### src/hdl/tmr_out_pkg.sv
// Shared constants for the timer output and interrupt unit.
package tmr_out_pkg;
    localparam int NUM_BLOCKS = 7;
    localparam int CNT_W = 16;
    localparam int VEC_W = 4;
    // Register byte offsets on the APB slave.
    localparam logic [7:0] OFF_COUNT = 8'h00;
    localparam logic [7:0] OFF_PERIOD = 8'h04;
    localparam logic [7:0] OFF_CTRL = 8'h08;
    localparam logic [7:0] OFF_FLAGS = 8'h0C;
    localparam logic [7:0] OFF_ENABLES = 8'h10;
    localparam logic [7:0] OFF_VECTOR = 8'h14;
    localparam logic [7:0] OFF_OUTS = 8'h18;
    localparam logic [7:0] OFF_MODE = 8'h1C;
    localparam logic [7:0] OFF_CMP_BASE = 8'h20;
    // Control register fields, and the overflow bits of the enables and flags registers.
    localparam int CTRL_RUN_BIT = 0;
    localparam int CTRL_UPDOWN_BIT = 1;
    localparam int CTRL_FLOAT_SEL_BIT = 2;
    localparam int CTRL_GIE_BIT = 3;
    localparam int CTRL_CAPMODE_LSB = 8;
    localparam int ENA_OVF_BIT = 7;
    localparam int FLAG_OVF_BIT = 7;
    // Period value after reset, and the output mode codes.
    localparam logic [CNT_W-1:0] PERIOD_RESET = 16'hFFFF;
    localparam logic [2:0] MODE_OUTPUT = 3'h0;
    localparam logic [2:0] MODE_SET = 3'h1;
    localparam logic [2:0] MODE_TOG_RST = 3'h2;
    localparam logic [2:0] MODE_SET_RST = 3'h3;
    localparam logic [2:0] MODE_TOGGLE = 3'h4;
    localparam logic [2:0] MODE_RESET = 3'h5;
    localparam logic [2:0] MODE_TOG_SET = 3'h6;
    localparam logic [2:0] MODE_RST_SET = 3'h7;
    // Vector codes.
    localparam logic [VEC_W-1:0] VEC_NONE = 4'h0;
    localparam logic [VEC_W-1:0] VEC_OVERFLOW = 4'hE;
endpackage

### src/hdl/tmr_out_unit.sv
// Timer output modes, event flags and prioritised interrupt vector with APB registers.
// Contract
// Mode 000: output follows software bit immediately, combinationally.
// Mode 001: output set at compare match, held.
// Modes 010/110: toggle at compare; low/high at period match.
// Mode 011 set/reset, mode 111 reset/set on compare/period.
// Mode 100: toggle on every compare match.
// Mode 101: output cleared at compare match, held.
// Up mode: period action at rollover from period to zero.
// Up/down: compare fires on equality either direction; period on equality.
// Software keeps a mode bit set while changing modes.
// Software passes through mode 7 when changing modes.
// Two interrupt lines: block zero alone, and all others shared.
// Capture sets the block event flag.
// Compare match sets the block event flag.
// Software may set or clear any block event flag.
// Flag requests interrupt only with block and global enables set.
// Block zero flag highest, own line, cleared on acknowledge.
// Overflow and blocks one up merge into one shared request.
// Vector shows highest enabled pending source only.
// Vector read or write clears highest pending flag.
// Code 0 none, 2 block one, 4 block two; one wins.
// Codes 6..12 blocks three to six; 14 overflow, lowest.
// Non-zero modes change output only on clock edge.
// Per-block equal pulse; block zero pulse marks period match. The code takes period match from period_latch, not from block zero's compare.
// Float pin high with function selected tristates all outputs.
// Overflow flag set on wrap to zero; cleared by software or vector.
// Shared request high while any enabled shared source is pending.
`timescale 1ns/1ps
`default_nettype none
module tmr_out_unit (
    input wire logic clk,
    input wire logic reset,
    input wire logic psel,
    input wire logic penable,
    input wire logic pwrite,
    input wire logic [7:0] paddr,
    input wire logic [31:0] pwdata,
    output logic [31:0] prdata,
    output logic pready,
    output logic pslverr,
    input wire logic [6:0] capture_in,
    input wire logic output_float_pin,
    input wire logic block_zero_irq_ack,
    output logic block_zero_irq,
    output logic shared_irq,
    output logic [6:0] unit_output,
    output logic [6:0] unit_output_oe
);
    localparam int N = tmr_out_pkg::NUM_BLOCKS;

    typedef struct packed {
        logic [15:0] count;
        logic dir_down;
        logic [15:0] period_latch;
        logic [31:0] ctrl;
        logic [N-1:0] block_event_flag;
        logic overflow_flag;
        logic [N-1:0] block_event_enable;
        logic overflow_enable;
        logic [N-1:0] out_bit;
        logic [N-1:0] out_state;
        logic [N*3-1:0] output_mode_field;
        logic [N*16-1:0] compare_latch;
        logic [N*16-1:0] block_register;
        logic [N-1:0] cap_s1;
        logic [N-1:0] cap_s2;
        logic [N-1:0] cap_s3;
        logic flt_s1;
        logic flt_s2;
        logic [31:0] rdata;
        logic ready;
        logic slverr;
        logic irq0;
        logic irqs;
    } state_t;

    state_t s_q;
    state_t s_d;

    logic [N-1:0] cmp_eq;
    logic period_eq;
    logic wrap;
    logic [3:0] vec;
    logic vec_hit;
    logic [2:0] vec_idx;
    logic acc;
    logic acc_wr;
    logic [N-1:0] shared_pend;

    // Compare equality and period event decode.
    always_comb begin
        for (int i = 0; i < N; i++) begin
            cmp_eq[i] = s_q.ctrl[tmr_out_pkg::CTRL_RUN_BIT] && !s_q.ctrl[tmr_out_pkg::CTRL_CAPMODE_LSB + i]
                && (s_q.count == s_q.compare_latch[i*16 +: 16]);
        end
        wrap = s_q.ctrl[tmr_out_pkg::CTRL_RUN_BIT] && !s_q.ctrl[tmr_out_pkg::CTRL_UPDOWN_BIT]
            && (s_q.count == s_q.period_latch);
        // In up/down the period action fires on equality; in up mode on the rollover.
        period_eq = s_q.ctrl[tmr_out_pkg::CTRL_RUN_BIT] && (s_q.count == s_q.period_latch);
    end

    // Priority encoder over shared sources; block one wins, overflow last.
    always_comb begin
        vec = tmr_out_pkg::VEC_NONE;
        vec_hit = 1'b0;
        vec_idx = 3'h0;
        shared_pend = s_q.block_event_flag & s_q.block_event_enable;
        shared_pend[0] = 1'b0;
        if (s_q.overflow_flag && s_q.overflow_enable) begin
            vec = tmr_out_pkg::VEC_OVERFLOW;
            vec_hit = 1'b1;
            vec_idx = 3'h7;
        end
        for (int i = N - 1; i >= 1; i--) begin
            if (shared_pend[i]) begin
                vec = 4'(2 * i);
                vec_hit = 1'b1;
                vec_idx = 3'(i);
            end
        end
    end

    assign acc = psel && penable && !s_q.ready;
    assign acc_wr = acc && pwrite;

    always_comb begin
        logic [2:0] m;
        logic o;
        logic per;
        m = 3'h0;
        o = 1'b0;
        per = 1'b0;
        s_d = s_q;
        s_d.ready = 1'b0;
        s_d.slverr = 1'b0;
        s_d.cap_s1 = capture_in;
        s_d.cap_s2 = s_q.cap_s1;
        s_d.cap_s3 = s_q.cap_s2;
        s_d.flt_s1 = output_float_pin;
        s_d.flt_s2 = s_q.flt_s1;

        // Counter: up mode wraps at the period, up/down turns at period and zero.
        if (s_q.ctrl[tmr_out_pkg::CTRL_RUN_BIT]) begin
            if (!s_q.ctrl[tmr_out_pkg::CTRL_UPDOWN_BIT]) begin
                s_d.count = wrap ? 16'h0000 : s_q.count + 16'h0001;
                s_d.dir_down = 1'b0;
            end else if (s_q.dir_down) begin
                s_d.count = s_q.count - 16'h0001;
                if (s_q.count == 16'h0001) begin
                    s_d.dir_down = 1'b0;
                end
            end else begin
                s_d.count = s_q.count + 16'h0001;
                if (s_d.count >= s_q.period_latch) begin
                    s_d.dir_down = 1'b1;
                end
            end
        end

        // Output unit per block; all non-zero modes update only here at the clock.
        for (int i = 0; i < N; i++) begin
            m = s_q.output_mode_field[i*3 +: 3];
            o = s_q.out_state[i];
            per = s_q.ctrl[tmr_out_pkg::CTRL_UPDOWN_BIT] ? period_eq : wrap;
            case (m)
                tmr_out_pkg::MODE_OUTPUT: o = s_q.out_bit[i];
                tmr_out_pkg::MODE_SET: if (cmp_eq[i]) o = 1'b1;
                tmr_out_pkg::MODE_TOG_RST: begin
                    if (cmp_eq[i]) o = ~o;
                    if (per) o = 1'b0;
                end
                tmr_out_pkg::MODE_SET_RST: begin
                    if (cmp_eq[i]) o = 1'b1;
                    if (per) o = 1'b0;
                end
                tmr_out_pkg::MODE_TOGGLE: if (cmp_eq[i]) o = ~o;
                tmr_out_pkg::MODE_RESET: if (cmp_eq[i]) o = 1'b0;
                tmr_out_pkg::MODE_TOG_SET: begin
                    if (cmp_eq[i]) o = ~o;
                    if (per) o = 1'b1;
                end
                tmr_out_pkg::MODE_RST_SET: begin
                    if (cmp_eq[i]) o = 1'b0;
                    if (per) o = 1'b1;
                end
                default: o = s_q.out_state[i];
            endcase
            s_d.out_state[i] = o;
        end

        // Software writes; hardware sets below override clears made here.
        if (acc_wr) begin
            case (paddr)
                tmr_out_pkg::OFF_COUNT: s_d.count = pwdata[15:0];
                tmr_out_pkg::OFF_PERIOD: s_d.period_latch = pwdata[15:0];
                tmr_out_pkg::OFF_CTRL: s_d.ctrl = pwdata;
                tmr_out_pkg::OFF_FLAGS: begin
                    s_d.block_event_flag = pwdata[N-1:0];
                    s_d.overflow_flag = pwdata[tmr_out_pkg::FLAG_OVF_BIT];
                end
                tmr_out_pkg::OFF_ENABLES: begin
                    s_d.block_event_enable = pwdata[N-1:0];
                    s_d.overflow_enable = pwdata[tmr_out_pkg::ENA_OVF_BIT];
                end
                tmr_out_pkg::OFF_OUTS: s_d.out_bit = pwdata[N-1:0];
                tmr_out_pkg::OFF_MODE: s_d.output_mode_field = pwdata[N*3-1:0];
                default: begin
                    for (int i = 0; i < N; i++) begin
                        if (paddr == tmr_out_pkg::OFF_CMP_BASE + 8'(4 * i)) begin
                            s_d.block_register[i*16 +: 16] = pwdata[15:0];
                            s_d.compare_latch[i*16 +: 16] = pwdata[15:0];
                        end
                    end
                end
            endcase
        end

        // Vector access clears the highest pending shared source.
        if (acc && paddr == tmr_out_pkg::OFF_VECTOR && vec_hit) begin
            if (vec_idx == 3'h7) begin
                s_d.overflow_flag = 1'b0;
            end else begin
                s_d.block_event_flag[vec_idx] = 1'b0;
            end
        end
        if (block_zero_irq_ack) begin
            s_d.block_event_flag[0] = 1'b0;
        end

        // Hardware events; set wins over any clear this cycle.
        for (int i = 0; i < N; i++) begin
            if (s_q.ctrl[tmr_out_pkg::CTRL_CAPMODE_LSB + i] && (s_q.cap_s2[i] != s_q.cap_s3[i])) begin
                s_d.block_register[i*16 +: 16] = s_q.count;
                s_d.block_event_flag[i] = 1'b1;
            end
            if (cmp_eq[i]) begin
                s_d.block_event_flag[i] = 1'b1;
            end
        end
        if (s_q.ctrl[tmr_out_pkg::CTRL_RUN_BIT] && s_d.count == 16'h0000 && s_q.count != 16'h0000) begin
            s_d.overflow_flag = 1'b1;
        end

        s_d.irq0 = s_d.block_event_flag[0] && s_d.block_event_enable[0]
            && s_d.ctrl[tmr_out_pkg::CTRL_GIE_BIT];
        s_d.irqs = s_d.ctrl[tmr_out_pkg::CTRL_GIE_BIT]
            && (|(s_d.block_event_flag[N-1:1] & s_d.block_event_enable[N-1:1])
            || (s_d.overflow_flag && s_d.overflow_enable));

        // APB answer one cycle after the access phase starts.
        if (acc) begin
            s_d.ready = 1'b1;
            s_d.rdata = 32'h0000_0000;
            case (paddr)
                tmr_out_pkg::OFF_COUNT: s_d.rdata = {16'h0000, s_q.count};
                tmr_out_pkg::OFF_PERIOD: s_d.rdata = {16'h0000, s_q.period_latch};
                tmr_out_pkg::OFF_CTRL: s_d.rdata = s_q.ctrl;
                tmr_out_pkg::OFF_FLAGS: s_d.rdata = {24'h000000, s_q.overflow_flag, s_q.block_event_flag};
                tmr_out_pkg::OFF_ENABLES: s_d.rdata = {24'h000000, s_q.overflow_enable, s_q.block_event_enable};
                tmr_out_pkg::OFF_VECTOR: s_d.rdata = {28'h0000000, vec};
                tmr_out_pkg::OFF_OUTS: s_d.rdata = {25'h0000000, s_q.out_state};
                tmr_out_pkg::OFF_MODE: s_d.rdata = {11'h000, s_q.output_mode_field};
                default: begin
                    s_d.slverr = 1'b1;
                    for (int i = 0; i < N; i++) begin
                        if (paddr == tmr_out_pkg::OFF_CMP_BASE + 8'(4 * i)) begin
                            s_d.slverr = 1'b0;
                            s_d.rdata = {16'h0000, s_q.block_register[i*16 +: 16]};
                        end
                    end
                end
            endcase
        end
    end

    always_ff @(posedge clk) begin
        if (reset) begin
            s_q <= '0;
            s_q.period_latch <= tmr_out_pkg::PERIOD_RESET;
        end else begin
            s_q <= s_d;
        end
    end

    assign prdata = s_q.rdata;
    assign pready = s_q.ready;
    assign pslverr = s_q.slverr;
    assign block_zero_irq = s_q.irq0;
    assign shared_irq = s_q.irqs;

    // Mode zero passes the stored bit straight through so a write shows at the edge that stores it, not one edge later.
    always_comb begin
        for (int i = 0; i < N; i++) begin
            unit_output[i] = (s_q.output_mode_field[i*3 +: 3] == tmr_out_pkg::MODE_OUTPUT)
                ? s_q.out_bit[i] : s_q.out_state[i];
            unit_output_oe[i] = !(s_q.ctrl[tmr_out_pkg::CTRL_FLOAT_SEL_BIT] && s_q.flt_s2);
        end
    end
endmodule // tmr_out_unit
`default_nettype wire

### config.mk
export PLATFORM = sky130hd
export DESIGN_NAME = tmr_out_unit
export DESIGN_NICKNAME = d
export VERILOG_FILES = /design/src/hdl/tmr_out_pkg.sv /design/src/hdl/tmr_out_unit.sv
export SDC_FILE = /design/constraint.sdc
export NUM_CORES = 1
export LEC_CHECK = 0
export BUFFER_PORTS_ARGS = -buffer_cell sky130_fd_sc_hd__buf_4
export CAP_MARGIN = 20
export CORE_UTILIZATION = 40
export DETAILED_ROUTE_END_ITERATION = 6
export GPL_ROUTABILITY_DRIVEN = 1
export GPL_TIMING_DRIVEN = 0
export PLACE_DENSITY = 0.62
export SLEW_MARGIN = 20
export SYNTH_ARGS = -nofsm -noshare
export SYNTH_HDL_FRONTEND = slang
export SYNTH_SLANG_ARGS = --single-unit
### constraint.sdc
create_clock -name clk -period 3.6 [get_ports clk]
set_input_delay 0.72 -clock clk [delete_from_list [all_inputs] [get_ports clk]]
set_output_delay 0.72 -clock clk [all_outputs]
set_load 0.1 [all_outputs]
==> qor.csv <==
stage,metric,value,unit
outcome,run status,finished with violations,
outcome,violations in the final reports,setup timing,
place,placed cell areas,0.0214,mm2
synth,summed instance area of the synthesized netlist,0.0197,mm2
detailed_routing,number of design-rule violations left by the first detailed-router iteration,2859,
finish,filler cell count,4764,
floorplan,Die Footprint,0.0502,mm2
finish,"Non-Filler Cell Area, Final",0.0233,mm2
setup_path,sort of element at the start of the critical path,flip-flop,
synth,"FF+latch count, synth",399,
sta,Final Max Slew Viols,0,
grt,global-route usage over all layers,40.0,%
clock_tree,maximum count of clock buffers along a single path,3,
detailed_routing,final antenna-violating net count,0,
grt,first-pass GRT wire length,142000,um
grt,maximum number of pins on one net before global-route repair,18,
synth,synthesized netlist net count,2584,
clock_tree,Inserted Clock Buffers,46,
power_and_ir_drop,Net Sw Frac,26.1,%
sta,worst-case setup margin in the final layout,-0.0126,ns
power_and_ir_drop,clock network fraction of total power,49.5,%
power_and_ir_drop,Seq pwr share,42.0,%
sta,Setup-failing EPs final,2,
grt,vias in the first global route,19800,
finish,area growth from synthesis to layout,18.1,%
synth,most frequently used flop master after synthesis,dfxtp_1,
floorplan,Die Wd,224,um
sta,Setup Total Neg Slack,-0.0150,ns
grt,number of antenna violations at the first check in global routing,6,
detailed_routing,per-cell via count in the routed design,6.33,
synth,post-synthesis cell count,2497,
floorplan,Core Rows,80,
synth,number of enable flip-flop cells after synthesis,0,
power_and_ir_drop,Lkg Pwr,8.53,nW
place,Detail Placement HPWL,74700,um
sta,final period demand of the worst path,3.61,ns
detailed_routing,sum of routed wire length over all layers,102000,um
sta,setup skew after layout,0.0295,ns
place,Placement Setup Slack,-1.20,ns
clock_tree,clk_lat worst skew,0.62,ns
setup_path,slack of the worst reg-to-reg path,-0.01,ns
sta,slew at the pin closest to its max-slew limit,1.34,ns
place,final weighted congestion in routability-driven placement,1.13,
power_and_ir_drop,power share of the combinational group,8.5,%
clock_tree,clock net sink count,399,
detailed_routing,Detailed Routing Iterations Pass 1,7,
setup_path,arrival time at the worst endpoint,4.10,ns
clock_tree,clock-pin slew of the registers on the worst-case setup and hold paths,0.06,ns
sta,count of final hold-check violations,0,
detailed_routing,detailed-route via count,21200,
synth,post-synthesis area per instance,7.89,um2
detailed_routing,DR WL/cell,30.7,um
place,port buffer count,101,
floorplan,num ports,104,
worst_hold_path,worst hold-check path type,input port to flip-flop,
clock_tree,count of H-tree levels built during CTS,2,
synth,share of the yosys chip area belonging to registers,40.5,%
synth,count of unique library cells instantiated by Yosys,69,
grt,total grt overflow,0,
setup_path,maximum fanout along the worst path,10,
clock_tree,master cell of the clock root buffer,clkbuf_16,
sta,fin crit share,100,%
finish,Layout Nets,2735,
power_and_ir_drop,cell-internal power,0.00791,W
flow_run,max-capacitance violation count,0,
setup_path,element type at the critical path end,flip-flop,
power_and_ir_drop,highest ir drop seen on vdd,0.000383,V
setup_path,Worst EP required,4.08,ns
floorplan,Core Box Area,0.0481,mm2
setup_path,type of the worst setup path,flip-flop to flip-flop,
synth,Syn. warnings,0,
power_and_ir_drop,sw power,0.00279,W
power_and_ir_drop,total power draw,0.0107,W
finish,post-layout utilization of the core,48.4,%
synth,post-synthesis async set-or-reset flop share,0,%
floorplan,starting utilization of the core area,40.9,%
sta,Relative slew margins,10.8,%
finish,proportion of layout cells with a drive suffix above 1,11.7,%
detailed_routing,DRC,0,
floorplan,Die Y-Extent,224,um
power_and_ir_drop,Power Density,460,mW/mm2
sta,setup repair after global routing missed its margin,no,
clock_tree,clock tree from TritonCTS,built,
clock_tree,number of hold buffers added after cts,0,
sta,highest achievable clock rate,0.277,GHz
==> sequential cells by signal, summed over array words and instances, names as in the netlist <==
name / cells
block_zero_irq: 1
prdata: 32
pready: 1
pslverr: 1
s_d: 15
s_q: 348
shared_irq: 1
==> per-stage QoR <==
stage	hold slack [ns]	instances
6_report	0.316	3339
5_1_grt	0.316	3338
4_1_cts	0.308	3336
3_5_place_dp	0.428	3260
3_3_place_gp	0.417	3254
2_1_floorplan	0.414	2497
==> cell families (layout without fill, tap and decap cells) <==
| family | count (synthesis) | after routing | share of synthesized area (%) |
|---|---|---|---|
| AND/OR/NAND/NOR | 1025 | 1025 | 23.0 |
| AO/OA/AOI/OAI | 551 | 551 | 19.2 |
| flip-flops | 399 | 399 | 40.5 |
| buffers and inverters | 298 | 483 | 6.46 |
| XOR/XNOR | 152 | 152 | 6.75 |
| multiplexers | 39 | 39 | 2.00 |
| adder cells (fa/ha/maj) | 33 | 33 | 2.09 |
| other | 0 | 1 | 0 |
==> cell type report <==
type / count / area [um2] / area share, %
plain buffers: 242 / 1180 / 5.08
diodes: 1 / 2.50 / 0.0107
multi-input cells: 1800 / 10600 / 45.4
clock inverters: 16 / 380 / 1.63
flip-flops and latches: 399 / 8000 / 34.3
repair buffers: 114 / 865 / 3.71
inverters: 45 / 173 / 0.742
well taps: 656 / 821 / 3.52
clock buffers: 66 / 1300 / 5.57
==> Yosys cell counts, types with 38 or more instances <==
cell type    n  area share, %
xnor2_1    100            4.4
a21oi_1    221            5.6
nand4_1     43            1.4
a22oi_1     72            2.7
nor2_1     174            3.3
xor2_1      52            2.3
nand3_1     74            1.9
inv_1       45           0.86
nor3_1      38           0.96
a311oi_1   114            5.1
dfxtp_1    399             41
buf_4       38            1.4
nand2_1    550             10
clkbuf_1   192            3.7
==> layer usage <==
metal  part of all wire, %  up-vias  global-route usage [%]  wire length [um]
met4                   7.8        6                    27.9              8040
met3                    12      384                    9.71             11900
met1                    39    10200                    52.2             40100
li1                      -     9057                       -                 -
met5                 0.042        -                       0                43
met2                    41     1508                    58.0             42400
==> cells in the final DEF (no fill, tap or decap), types with 8 or more instances in the layout <==
master and count:
inv_1 44, and2_1 20, bufinv_16 10, dfxtp_2 8
clkbuf_4 8, buf_1 8, xor2_1 52, nor2b_1 31
nor4_2 8, xnor2_1 100, clkbuf_2 21, ha_1 33
and3_1 9, nand4_1 43, dfxtp_1 391, nor2_1 174
o211ai_1 21, clkbuf_8 10, nand2_1 550, clkbuf_1 166
a22oi_1 72, a222oi_1 9, nand3_1 74, a211oi_1 11
a21oi_1 220, buf_4 152, nor3_1 34, mux2i_1 36
o221a_2 12, nor4_1 24, clkbuf_16 46, o22ai_1 12
a221oi_1 11, a311oi_1 113, or4_1 17, o21ai_0 20
a21o_1 9
==> critical path: stages, from the launching register on <==
cell and delay, ns:
dfxtp_1 0.55, buf_1 0.40, buf_6 0.27, clkbuf_1 1.00, a21oi_1 0.09, nor4_1 0.66, nor4_1 0.18, nand4_1 0.23
o2bb2ai_1 0.10
==> worst paths after layout <==
kind         cells after the start           from       end
max reg2reg                      8       s_q[396]  s_q[326]
max                              8       s_q[396]  s_q[326]
min                              2  capture_in[4]   s_d[49]
min reg2reg                      1        s_d[45]   s_d[38]
==> what timing repair did <==
item,in CTS,in global routing
buffers inserted,4,3
pin swaps,1,1
endpoints found under the hold margin,0,0
endpoints found under the setup margin,59,7
gates resized for setup,49,17
==> power by group through the flow <==
stage	Sequential (W)	Clock (W)	Combinational, W
final	0.00449	0.00530	0.000914
after global routing	0.00449	0.00548	0.000920
after CTS	0.00449	0.00530	0.000872
after detailed placement	0.00457	0	0.000876
after global placement	0.00457	0	0.000869
after floorplan	0.00457	0	0.000457
No activity file was read; power rests on OpenSTA's default activity.
